==> src/pkg/fbsio_regs.svh <==
// register offsets, field positions, reset values and timing counts
`ifndef FBSIO_REGS_SVH
`define FBSIO_REGS_SVH

// ----------------------------------------
// register byte offsets
// ----------------------------------------
`define FBSIO_ADR_CTRL 8'h00
`define FBSIO_ADR_STAT 8'h04
`define FBSIO_ADR_OBIT 3'h2
`define FBSIO_ADR_IBIT 3'h3
`define FBSIO_ADR_OWRD 2'h2
`define FBSIO_ADR_IWRD 2'h3

// ----------------------------------------
// control fields
// ----------------------------------------
`define FBSIO_F_CNT 2:0
`define FBSIO_F_STN 10:4
`define FBSIO_F_BAUD 14:12
`define FBSIO_F_HOLD 16
`define FBSIO_F_RDYEN 17
`define FBSIO_F_ONLINE 18

// ----------------------------------------
// reset values and limits
// ----------------------------------------
`define FBSIO_RST_CNT 3'h1
`define FBSIO_RST_STN 7'h01
`define FBSIO_STN_MAX 7'h40
`define FBSIO_RST_BAUD 3'h0
`define FBSIO_RST_HOLD 1'h0
`define FBSIO_RST_RDYEN 1'h1
`define FBSIO_RST_ONLINE 1'h1
`define FBSIO_LAST_BIT1 3'h1
`define FBSIO_LAST_BIT4 3'h7
`define FBSIO_LAST_WRD1 4'h3
`define FBSIO_LAST_WRD4 4'hF
`define FBSIO_RDY_BIT 11

// ----------------------------------------
// timing
// ----------------------------------------
`define FBSIO_CLK_HZ 40000000
`define FBSIO_INIT_CYC 8'h10
`define FBSIO_DIV_156K (`FBSIO_CLK_HZ / 156000)
`define FBSIO_DIV_625K (`FBSIO_CLK_HZ / 625000)
`define FBSIO_DIV_2M5 (`FBSIO_CLK_HZ / 2500000)
`define FBSIO_DIV_5M (`FBSIO_CLK_HZ / 5000000)
`define FBSIO_DIV_10M (`FBSIO_CLK_HZ / 10000000)

`endif

==> src/pkg/fbsio_pkg.sv <==
// types shared by the station map block
package fbsio_pkg;
  typedef enum logic [1:0] {
    ST_INIT,
    ST_OFFLINE,
    ST_ONLINE
  } fbsio_state_t;

  typedef enum logic [2:0] {
    BAUD_156K,
    BAUD_625K,
    BAUD_2M5,
    BAUD_5M,
    BAUD_10M
  } fbsio_baud_t;
endpackage

==> src/core/fbsio_station.sv <==
// cyclic slave station map: remote bit and word images with wishbone access
//
// What this block does
// [RULE1] bit image spans words n..n+1 for one station, n..n+7 for four
// [RULE2] ready flag unused: top two bits of last bit word are reserved
// [RULE3] ready flag used: bit B of last outgoing word, rest reserved
// [RULE4] ready flag rises once the station is operational after reset
// [RULE5] ready flag low while offline or during initial processing
// [RULE6] master exchanges data only while the ready flag is high; the master model waits for it only in put, if interlocked, up to 100 cycles
// [RULE7] outgoing word area: four words, or sixteen with four stations
// [RULE8] incoming word area: four words, or sixteen with four stations
// [RULE9] occupied station count accepts only one or four
// [RULE10] own station number accepts one to sixty-four
// [RULE11] on link fault incoming data is cleared or held as configured
// [RULE12] a setting enables or disables the ready flag layout
// [RULE13] link bit rate selectable from 156 kbps to 10 Mbps
// [RULE14] master station uses station number zero
// [RULE15] device writes only its outgoing bits and words; incoming is read-only
// [RULE16] 32 bits and 4 words per direction, or 128 bits and 16 words
//
// Decided for this implementation: the register addresses and the Wishbone interface to the registers.
`timescale 1ns/1ps
`include "fbsio_regs.svh"
module fbsio_station
  import fbsio_pkg::*;
(
  input wire logic clk,
  input wire logic rst_n,
  input wire logic wb_cyc_i,
  input wire logic wb_stb_i,
  input wire logic wb_we_i,
  input wire logic [7:0] wb_adr_i,
  input wire logic [3:0] wb_sel_i,
  input wire logic [31:0] wb_dat_i,
  output logic [31:0] wb_dat_o,
  output logic wb_ack_o,
  input wire logic link_ok,
  input wire logic link_in_we,
  input wire logic link_in_word,
  input wire logic [3:0] link_in_idx,
  input wire logic [15:0] link_in_data,
  input wire logic link_out_word,
  input wire logic [3:0] link_out_idx,
  output logic [15:0] link_out_data,
  output logic link_out_tick,
  output logic station_ready,
  output logic [6:0] station_no,
  output logic station_four
);
  // ----------------------------------------
  // configuration and state
  // ----------------------------------------
  logic [2:0] cnt_q;
  logic [6:0] stn_q;
  logic [2:0] baud_q;
  logic hold_q;
  logic rdy_en_q;
  logic online_q;
  fbsio_state_t st_q;
  logic [7:0] init_q;
  logic four;
  logic [2:0] last_bit;
  logic [3:0] last_wrd;
  logic ready;
  logic [15:0] obits_q [8];
  logic [15:0] owrds_q [16];
  logic [15:0] ibits_q [8];
  logic [15:0] iwrds_q [16];
  logic [15:0] in_masked;
  logic [15:0] out_masked;
  logic [15:0] out_sel;
  logic ack_q;
  logic [31:0] rdat_q;
  logic [31:0] rdat_d;
  logic req;
  logic wr;
  logic ctrl_wr;
  logic [2:0] new_cnt;
  logic [6:0] new_stn;
  logic [2:0] new_baud;
  logic in_clear;

  assign four = (cnt_q == 3'h4);
  assign last_bit = four ? `FBSIO_LAST_BIT4 : `FBSIO_LAST_BIT1; // [RULE1]
  assign last_wrd = four ? `FBSIO_LAST_WRD4 : `FBSIO_LAST_WRD1; // [RULE7] [RULE8] [RULE16]
  assign req = wb_cyc_i && wb_stb_i && !ack_q;
  assign wr = req && wb_we_i;
  assign ctrl_wr = wr && (wb_adr_i == `FBSIO_ADR_CTRL) && (wb_sel_i == 4'hF);
  assign new_cnt = wb_dat_i[`FBSIO_F_CNT];
  assign new_stn = wb_dat_i[`FBSIO_F_STN];
  assign new_baud = wb_dat_i[`FBSIO_F_BAUD];

  // ----------------------------------------
  // control register
  // ----------------------------------------
  // illegal values are dropped field by field so a bad write cannot break the map
  always_ff @(posedge clk or negedge rst_n) begin
    if (!rst_n) begin
      cnt_q <= `FBSIO_RST_CNT;
      stn_q <= `FBSIO_RST_STN;
      baud_q <= `FBSIO_RST_BAUD;
      hold_q <= `FBSIO_RST_HOLD;
      rdy_en_q <= `FBSIO_RST_RDYEN;
      online_q <= `FBSIO_RST_ONLINE;
    end else if (ctrl_wr) begin
      if (new_cnt == 3'h1 || new_cnt == 3'h4) begin
        cnt_q <= new_cnt; // [RULE9]
      end
      if (new_stn != 7'h00 && new_stn <= `FBSIO_STN_MAX) begin
        stn_q <= new_stn; // [RULE10]
      end
      if (new_baud <= 3'(BAUD_10M)) begin
        baud_q <= new_baud; // [RULE13]
      end
      hold_q <= wb_dat_i[`FBSIO_F_HOLD]; // [RULE11]
      rdy_en_q <= wb_dat_i[`FBSIO_F_RDYEN]; // [RULE12]
      online_q <= wb_dat_i[`FBSIO_F_ONLINE];
    end
  end

  // ----------------------------------------
  // start-up and operating state
  // ----------------------------------------
  always_ff @(posedge clk or negedge rst_n) begin
    if (!rst_n) begin
      st_q <= ST_INIT;
      init_q <= `FBSIO_INIT_CYC;
    end else begin
      case (st_q)
        ST_INIT: begin
          init_q <= init_q - 8'h01;
          if (init_q == 8'h00) begin
            st_q <= online_q ? ST_ONLINE : ST_OFFLINE; // [RULE4]
          end
        end
        ST_OFFLINE: begin
          if (online_q) begin
            st_q <= ST_ONLINE;
          end
        end
        ST_ONLINE: begin
          if (!online_q) begin
            st_q <= ST_OFFLINE; // [RULE5]
          end
        end
        default: st_q <= ST_INIT;
      endcase
    end
  end

  assign ready = (st_q == ST_ONLINE); // [RULE5]
  assign station_ready = rdy_en_q && ready; // [RULE3] [RULE4]
  assign station_no = stn_q;
  assign station_four = four;

  // ----------------------------------------
  // outgoing images, written by software only
  // ----------------------------------------
  always_ff @(posedge clk or negedge rst_n) begin
    if (!rst_n) begin
      for (int i = 0; i < 8; i++) begin
        obits_q[i] <= 16'h0000;
      end
    end else if (wr && wb_adr_i[7:5] == `FBSIO_ADR_OBIT && wb_adr_i[4:2] <= last_bit) begin
      if (wb_sel_i[0]) begin
        obits_q[wb_adr_i[4:2]][7:0] <= wb_dat_i[7:0]; // [RULE15]
      end
      if (wb_sel_i[1]) begin
        obits_q[wb_adr_i[4:2]][15:8] <= wb_dat_i[15:8];
      end
    end
  end

  always_ff @(posedge clk or negedge rst_n) begin
    if (!rst_n) begin
      for (int i = 0; i < 16; i++) begin
        owrds_q[i] <= 16'h0000;
      end
    end else if (wr && wb_adr_i[7:6] == `FBSIO_ADR_OWRD && wb_adr_i[5:2] <= last_wrd) begin
      if (wb_sel_i[0]) begin
        owrds_q[wb_adr_i[5:2]][7:0] <= wb_dat_i[7:0]; // [RULE7] [RULE15]
      end
      if (wb_sel_i[1]) begin
        owrds_q[wb_adr_i[5:2]][15:8] <= wb_dat_i[15:8];
      end
    end
  end

  // ----------------------------------------
  // incoming images, written by the link only
  // ----------------------------------------
  assign in_clear = !link_ok && !hold_q; // [RULE11]

  fbsio_bitmask u_in_mask (
    .word_idx(link_in_idx[2:0]),
    .last_idx(last_bit),
    .outgoing(1'b0),
    .ready_en(rdy_en_q),
    .ready(1'b0),
    .din(link_in_data),
    .dout(in_masked)
  );

  for (genvar g = 0; g < 16; g++) begin : g_in
    if (g < 8) begin : g_bit
      always_ff @(posedge clk or negedge rst_n) begin
        if (!rst_n) begin
          ibits_q[g] <= 16'h0000;
        end else if (in_clear) begin
          ibits_q[g] <= 16'h0000; // [RULE11]
        end else if (link_ok && link_in_we && !link_in_word && link_in_idx == 4'(g)) begin
          ibits_q[g] <= in_masked; // [RULE1] [RULE2]
        end
      end
    end
    always_ff @(posedge clk or negedge rst_n) begin
      if (!rst_n) begin
        iwrds_q[g] <= 16'h0000;
      end else if (in_clear) begin
        iwrds_q[g] <= 16'h0000; // [RULE11]
      end else if (link_ok && link_in_we && link_in_word && link_in_idx == 4'(g) && 4'(g) <= last_wrd) begin
        iwrds_q[g] <= link_in_data; // [RULE8]
      end
    end
  end

  // ----------------------------------------
  // link output path, paced by the bit rate
  // ----------------------------------------
  fbsio_baud u_baud (
    .clk(clk),
    .rst_n(rst_n),
    .baud_code(baud_q),
    .tick(link_out_tick)
  );

  fbsio_bitmask u_out_mask (
    .word_idx(link_out_idx[2:0]),
    .last_idx(last_bit),
    .outgoing(1'b1),
    .ready_en(rdy_en_q),
    .ready(station_ready),
    .din(obits_q[link_out_idx[2:0]]),
    .dout(out_masked)
  );

  always_comb begin
    out_sel = 16'h0000;
    if (link_out_word) begin
      if (link_out_idx <= last_wrd) begin
        out_sel = owrds_q[link_out_idx]; // [RULE7]
      end
    end else if (!link_out_idx[3]) begin
      out_sel = out_masked; // [RULE2] [RULE3]
    end
  end

  // sampled on the tick so the word stays stable for one bit time
  always_ff @(posedge clk or negedge rst_n) begin
    if (!rst_n) begin
      link_out_data <= 16'h0000;
    end else if (link_out_tick) begin
      link_out_data <= out_sel;
    end
  end

  // ----------------------------------------
  // wishbone read path
  // ----------------------------------------
  always_comb begin
    rdat_d = 32'h0000_0000;
    if (wb_adr_i == `FBSIO_ADR_CTRL) begin
      rdat_d[`FBSIO_F_CNT] = cnt_q;
      rdat_d[`FBSIO_F_STN] = stn_q;
      rdat_d[`FBSIO_F_BAUD] = baud_q;
      rdat_d[`FBSIO_F_HOLD] = hold_q;
      rdat_d[`FBSIO_F_RDYEN] = rdy_en_q;
      rdat_d[`FBSIO_F_ONLINE] = online_q;
    end else if (wb_adr_i == `FBSIO_ADR_STAT) begin
      rdat_d[3:0] = {link_ok, st_q == ST_INIT, ready, station_ready};
    end else if (wb_adr_i[7:5] == `FBSIO_ADR_OBIT) begin
      rdat_d[15:0] = obits_q[wb_adr_i[4:2]];
    end else if (wb_adr_i[7:5] == `FBSIO_ADR_IBIT) begin
      rdat_d[15:0] = ibits_q[wb_adr_i[4:2]];
    end else if (wb_adr_i[7:6] == `FBSIO_ADR_OWRD) begin
      rdat_d[15:0] = owrds_q[wb_adr_i[5:2]];
    end else if (wb_adr_i[7:6] == `FBSIO_ADR_IWRD) begin
      rdat_d[15:0] = iwrds_q[wb_adr_i[5:2]];
    end
  end

  // every access is answered one cycle later; unmapped reads give zero
  always_ff @(posedge clk or negedge rst_n) begin
    if (!rst_n) begin
      ack_q <= 1'b0;
      rdat_q <= 32'h0000_0000;
    end else begin
      ack_q <= req;
      if (req && !wb_we_i) begin
        rdat_q <= rdat_d;
      end
    end
  end

  assign wb_ack_o = ack_q;
  assign wb_dat_o = rdat_q;
endmodule

==> src/core/fbsio_bitmask.sv <==
// reserved-bit masking for one remote bit word
`timescale 1ns/1ps
`include "fbsio_regs.svh"
module fbsio_bitmask
  import fbsio_pkg::*;
(
  input wire logic [2:0] word_idx,
  input wire logic [2:0] last_idx,
  input wire logic outgoing,
  input wire logic ready_en,
  input wire logic ready,
  input wire logic [15:0] din,
  output logic [15:0] dout
);
  always_comb begin
    dout = din;
    if (word_idx > last_idx) begin
      dout = 16'h0000; // [RULE1]
    end else if (word_idx == last_idx) begin
      if (!ready_en) begin
        dout = {2'h0, din[13:0]}; // [RULE2]
      end else begin
        dout = 16'h0000; // [RULE3]
        if (outgoing) begin
          dout[`FBSIO_RDY_BIT] = ready; // [RULE3]
        end
      end
    end
  end
endmodule

==> src/core/fbsio_baud.sv <==
// link bit-rate tick generator
`timescale 1ns/1ps
`include "fbsio_regs.svh"
module fbsio_baud
  import fbsio_pkg::*;
(
  input wire logic clk,
  input wire logic rst_n,
  input wire logic [2:0] baud_code,
  output logic tick
);
  logic [8:0] div;
  logic [8:0] cnt_q;
  logic [8:0] cnt_d;

  always_comb begin
    case (fbsio_baud_t'(baud_code))
      BAUD_625K: div = 9'(`FBSIO_DIV_625K); // [RULE13]
      BAUD_2M5: div = 9'(`FBSIO_DIV_2M5);
      BAUD_5M: div = 9'(`FBSIO_DIV_5M);
      BAUD_10M: div = 9'(`FBSIO_DIV_10M);
      default: div = 9'(`FBSIO_DIV_156K);
    endcase
  end

  always_comb begin
    cnt_d = cnt_q + 9'h001;
    if (cnt_q >= div - 9'h001) begin
      cnt_d = 9'h000;
    end
  end

  always_ff @(posedge clk or negedge rst_n) begin
    if (!rst_n) begin
      cnt_q <= 9'h000;
    end else begin
      cnt_q <= cnt_d;
    end
  end

  assign tick = (cnt_q == 9'h000);
endmodule

==> config.mk <==
export PLATFORM = sky130hd
export DESIGN_NAME = fbsio_station
export DESIGN_NICKNAME = d
export VERILOG_FILES = /design/src/pkg/fbsio_pkg.sv /design/src/core/fbsio_station.sv /design/src/core/fbsio_bitmask.sv /design/src/core/fbsio_baud.sv
export VERILOG_INCLUDE_DIRS = /design/src /design/src/pkg
export SDC_FILE = /design/constraint.sdc
export NUM_CORES = 1
export LEC_CHECK = 0
export ABC_CLOCK_PERIOD_IN_PS = 5890
export BUFFER_PORTS_ARGS = -buffer_cell sky130_fd_sc_hd__buf_2
export CAP_MARGIN = 30
export CORE_MARGIN = 5
export CORE_UTILIZATION = 55
export CTS_BUF_LIST = sky130_fd_sc_hd__clkbuf_2
export CTS_CLUSTER_SIZE = 16
export DETAILED_ROUTE_END_ITERATION = 16
export PLACE_DENSITY = 0.72
export SYNTH_ARGS = -nofsm -noshare
export SYNTH_HDL_FRONTEND = slang
export SYNTH_HIERARCHICAL = 1
export SYNTH_SLANG_ARGS = --single-unit
==> constraint.sdc <==
create_clock -name clk -period 5.89 [get_ports clk]
set_input_delay 0.589 -clock clk [delete_from_list [all_inputs] [get_ports clk]]
set_output_delay 0.589 -clock clk [all_outputs]
set_load 0.05 [all_outputs]
==> results.sh <==
export IMPL_status="finished clean"
export IMPL_core_mm2=0.0793
export IMPL_worst_slew_pin_slew_ns=1.06
export IMPL_dr_pass1_iters=6
export IMPL_fin_crit_ns=4.19
export IMPL_cp_data_arrival_time_ns=5.58
export IMPL_use_met2=0.474
export IMPL_grt_usage=0.316
export IMPL_rsz0062_at_grt="false"
export IMPL_die_y_um=293
export IMPL_avgViaCountPerCell=6.45
export IMPL_gr_total_overflow=0
export IMPL_start_util=0.556
export IMPL_avgSynthCellArea_um2=11.9
export IMPL_powerDensity_mw_per_mm2=236
export IMPL_syn_area_mm2=0.0441
export IMPL_grt_antenna_before_repair=8
export IMPL_synth_simple_area_share=0.0975
export IMPL_grt_max_degree=201
export IMPL_cp_required_ns=7.28
export IMPL_period_share=0.711
export IMPL_wl_mm=137
export IMPL_setup_viol=0
export IMPL_portBuffers=109
export IMPL_cts_setup_buffers=0
export IMPL_finalMaxSlewViolations=0
export IMPL_drt_iter0_markers=3540
export IMPL_clock_sinks=839
export IMPL_syn_inst=3719
export IMPL_grt_busiest_layer="met2"
export IMPL_remaining_drc_errors=0
export IMPL_synth_edf_count=0
export IMPL_clock_latency_ns=1.47
export IMPL_drive_gt1_frac=0.308
export IMPL_timing_fmax_ghz=0.239
export IMPL_hold_buffers=129
export IMPL_crit_path_max_fanout=8
export IMPL_rows=103
export IMPL_ys_flop_type="dfrtp_1"
export IMPL_cp_end_kind="flop"
export IMPL_nets=4005
export IMPL_yosysSeqAreaShare=0.476
export IMPL_cts_path_max_buffers=3
export IMPL_rr_startpoint="cnt_q[2]"
export IMPL_antenna_left=0
export IMPL_synth_compound_area_frac=0.0890
export IMPL_setup_tns_ns=0
export IMPL_cts_inserted_buffers=214
export IMPL_die_w_um=293
export IMPL_layout_common_cells="dfrtp_1 (834), mux2_2 (412), nand2_1 (335)"
export IMPL_holdCritPathClass="in -> reg"
export IMPL_die_area_mm2=0.0860
export IMPL_utilization=0.610
export IMPL_final_common_cell="dfrtp_1"
export IMPL_synth_top_family_by_area="multiplexers"
export IMPL_use_met1=0.434
export IMPL_critical_path_startpoint="cnt_q[2]"
export IMPL_ir_drop_uv=165
export IMPL_max_cap_violations=0
export IMPL_place_gp_congestion=0.874
export IMPL_hold_viol_final=0
export IMPL_grt_pass1_vias=32900
export IMPL_setup_worst_path_class="reg -> reg"
export IMPL_hold_start="link_in_data[6]"
export IMPL_grtUsageMet3=0.0841
export IMPL_io_pins=136
export IMPL_finalClockSkew_ns=0.126
export IMPL_p_leak_nw=22.2
export IMPL_dpl_hpwl_mm=85.4
export IMPL_htreeDepth=4
export IMPL_slew_headroom=0.295
export IMPL_synthAdderAreaFrac=0.00681
export IMPL_yosys_warnings=6
export IMPL_cts_tree="yes"
export IMPL_vias=33000
export IMPL_start_kind="flop"
export IMPL_root_buffer="clkbuf_2"
export IMPL_ys_ff_latch=839
export IMPL_avgRoutedWirePerCell_um=26.7
export IMPL_grt_pass1_wl_mm=207
export IMPL_area_delta_synth_final_pct=9.58
export IMPL_async_flop_share=1.00
export IMPL_synth_xor_xnor_area_share=0.00357
export IMPL_clk_pin_slew_ns=0.11
export IMPL_synthMuxAreaShare=0.286
export IMPL_synth_distinct_cells=85
export IMPL_cts_resized=0
-- power by group --
part | switching [mW] | internal (mW)
Clock | 2.46 | 1.48
Sequential | 0.142 | 5.89
Combinational | 0.976 | 0.474
Total | 3.58 | 7.85
-- critical path: stages (launching register included) --
cell and delay, ns:
dfrtp_1 0.43, nor3b_2 0.24, inv_1 0.16, ha_1 0.34, a21o_1 0.21, a2111oi_4 0.51, nand2_4 0.07, dlygate4sd3_1 0.82
nor2_4 0.36, dlygate4sd3_1 0.63, mux2_2 0.33
-- final timing paths --
path | to | slack (ns) | cells after the start
setup / recovery | obits_q[19] | 1.70 | 10
setup reg to reg | obits_q[19] | 1.70 | 10
max in group asynchronous | owrds_q[19] | 4.55 | 4
min in group asynchronous | rdy_en_q | 0.34 | 3
hold reg to reg | wb_dat_o[18] | 0.49 | 2
hold / removal | iwrds_q[102] | 0.18 | 4
-- metal layers --
layer  wire, um  vias to the layer above
li1           -                    14000
met1      53300                    16800
met2      62200                     1797
met3      14000                      344
met4       7100                        6
met5         36                        -
-- registers in the layout, indices dropped and copies added, names as in the netlist, 7 cells and up --
register	flops
link_out_data	16
station_no	7
obits_q	128
init_q	8
iwrds_q	256
owrds_q	256
u_baud/cnt_q	9
wb_dat_o	19
ibits_q	128
-- synthesized netlist by cell type, types with 8 or more instances --
library cell | number | area (um2)
a221oi_1 | 20 | 175
nand3_2 | 11 | 110
nand4_1 | 9 | 56.3
o41ai_1 | 8 | 70.1
o221ai_1 | 15 | 131
buf_6 | 13 | 146
buf_2 | 55 | 275
and4b_1 | 8 | 80.1
nor3_1 | 15 | 75.1
nand3_1 | 81 | 405
buf_4 | 47 | 353
a211oi_1 | 32 | 240
o21ai_0 | 229 | 1150
nor2b_1 | 47 | 294
dfrtp_1 | 834 | 20900
mux2_2 | 412 | 4640
nand2_2 | 10 | 62.6
or3_1 | 12 | 75.1
mux4_2 | 241 | 5430
inv_1 | 38 | 143
xnor2_1 | 13 | 114
a22oi_1 | 32 | 240
clkbuf_1 | 215 | 807
nor2_1 | 198 | 743
and2_1 | 42 | 263
nor2_4 | 23 | 259
nand2_1 | 335 | 1260
buf_1 | 19 | 71.3
nand2b_1 | 12 | 75.1
a21oi_1 | 283 | 1420
nor3b_1 | 8 | 60.1
mux2i_1 | 252 | 2520
ha_1 | 24 | 300
and3_1 | 9 | 56.3
-- final cells by class --
type | instances | area (um2)
Timing Repair Buffer | 302 | 2560
Multi-Input combinational cell | 2508 | 21400
Clock buffer | 317 | 1590
Antenna cell | 9 | 22.5
Fill cell | 6433 | 30900
Inverter | 39 | 146
Sequential cell | 839 | 21000
Tap cell | 1050 | 1310
Clock inverter | 48 | 263
-- stage by stage --
stage                     power (mW)  cell area (um2)  hold slack, ns  worst slack, ns  std cells
after global placement          7.48            45100           0.462             2.17       4606
after CTS                       11.5            48300         0.00120             1.77       5103
final                           11.4            48300           0.184             1.70       5112
after detailed placement        7.51            45200           0.469             2.14       4609
after floorplan                 6.98            44200           0.293             2.37       3735
after global routing            11.9            48300          0.0875             1.53       5108
-- cell families (layout without fill, tap and decap cells) --
| group | count (synthesis) | in the layout |
|---|---|---|
| XOR/XNOR | 18 | 18 |
| adder cells (fa/ha/maj) | 24 | 24 |
| multiplexers | 907 | 907 |
| AND/OR/NAND/NOR | 862 | 862 |
| buffers and inverters | 388 | 706 |
| AO/OA/AOI/OAI | 678 | 678 |
| flip-flops | 839 | 839 |
| other | 3 | 28 |
Note: power is estimated with default switching activity, not from simulation.
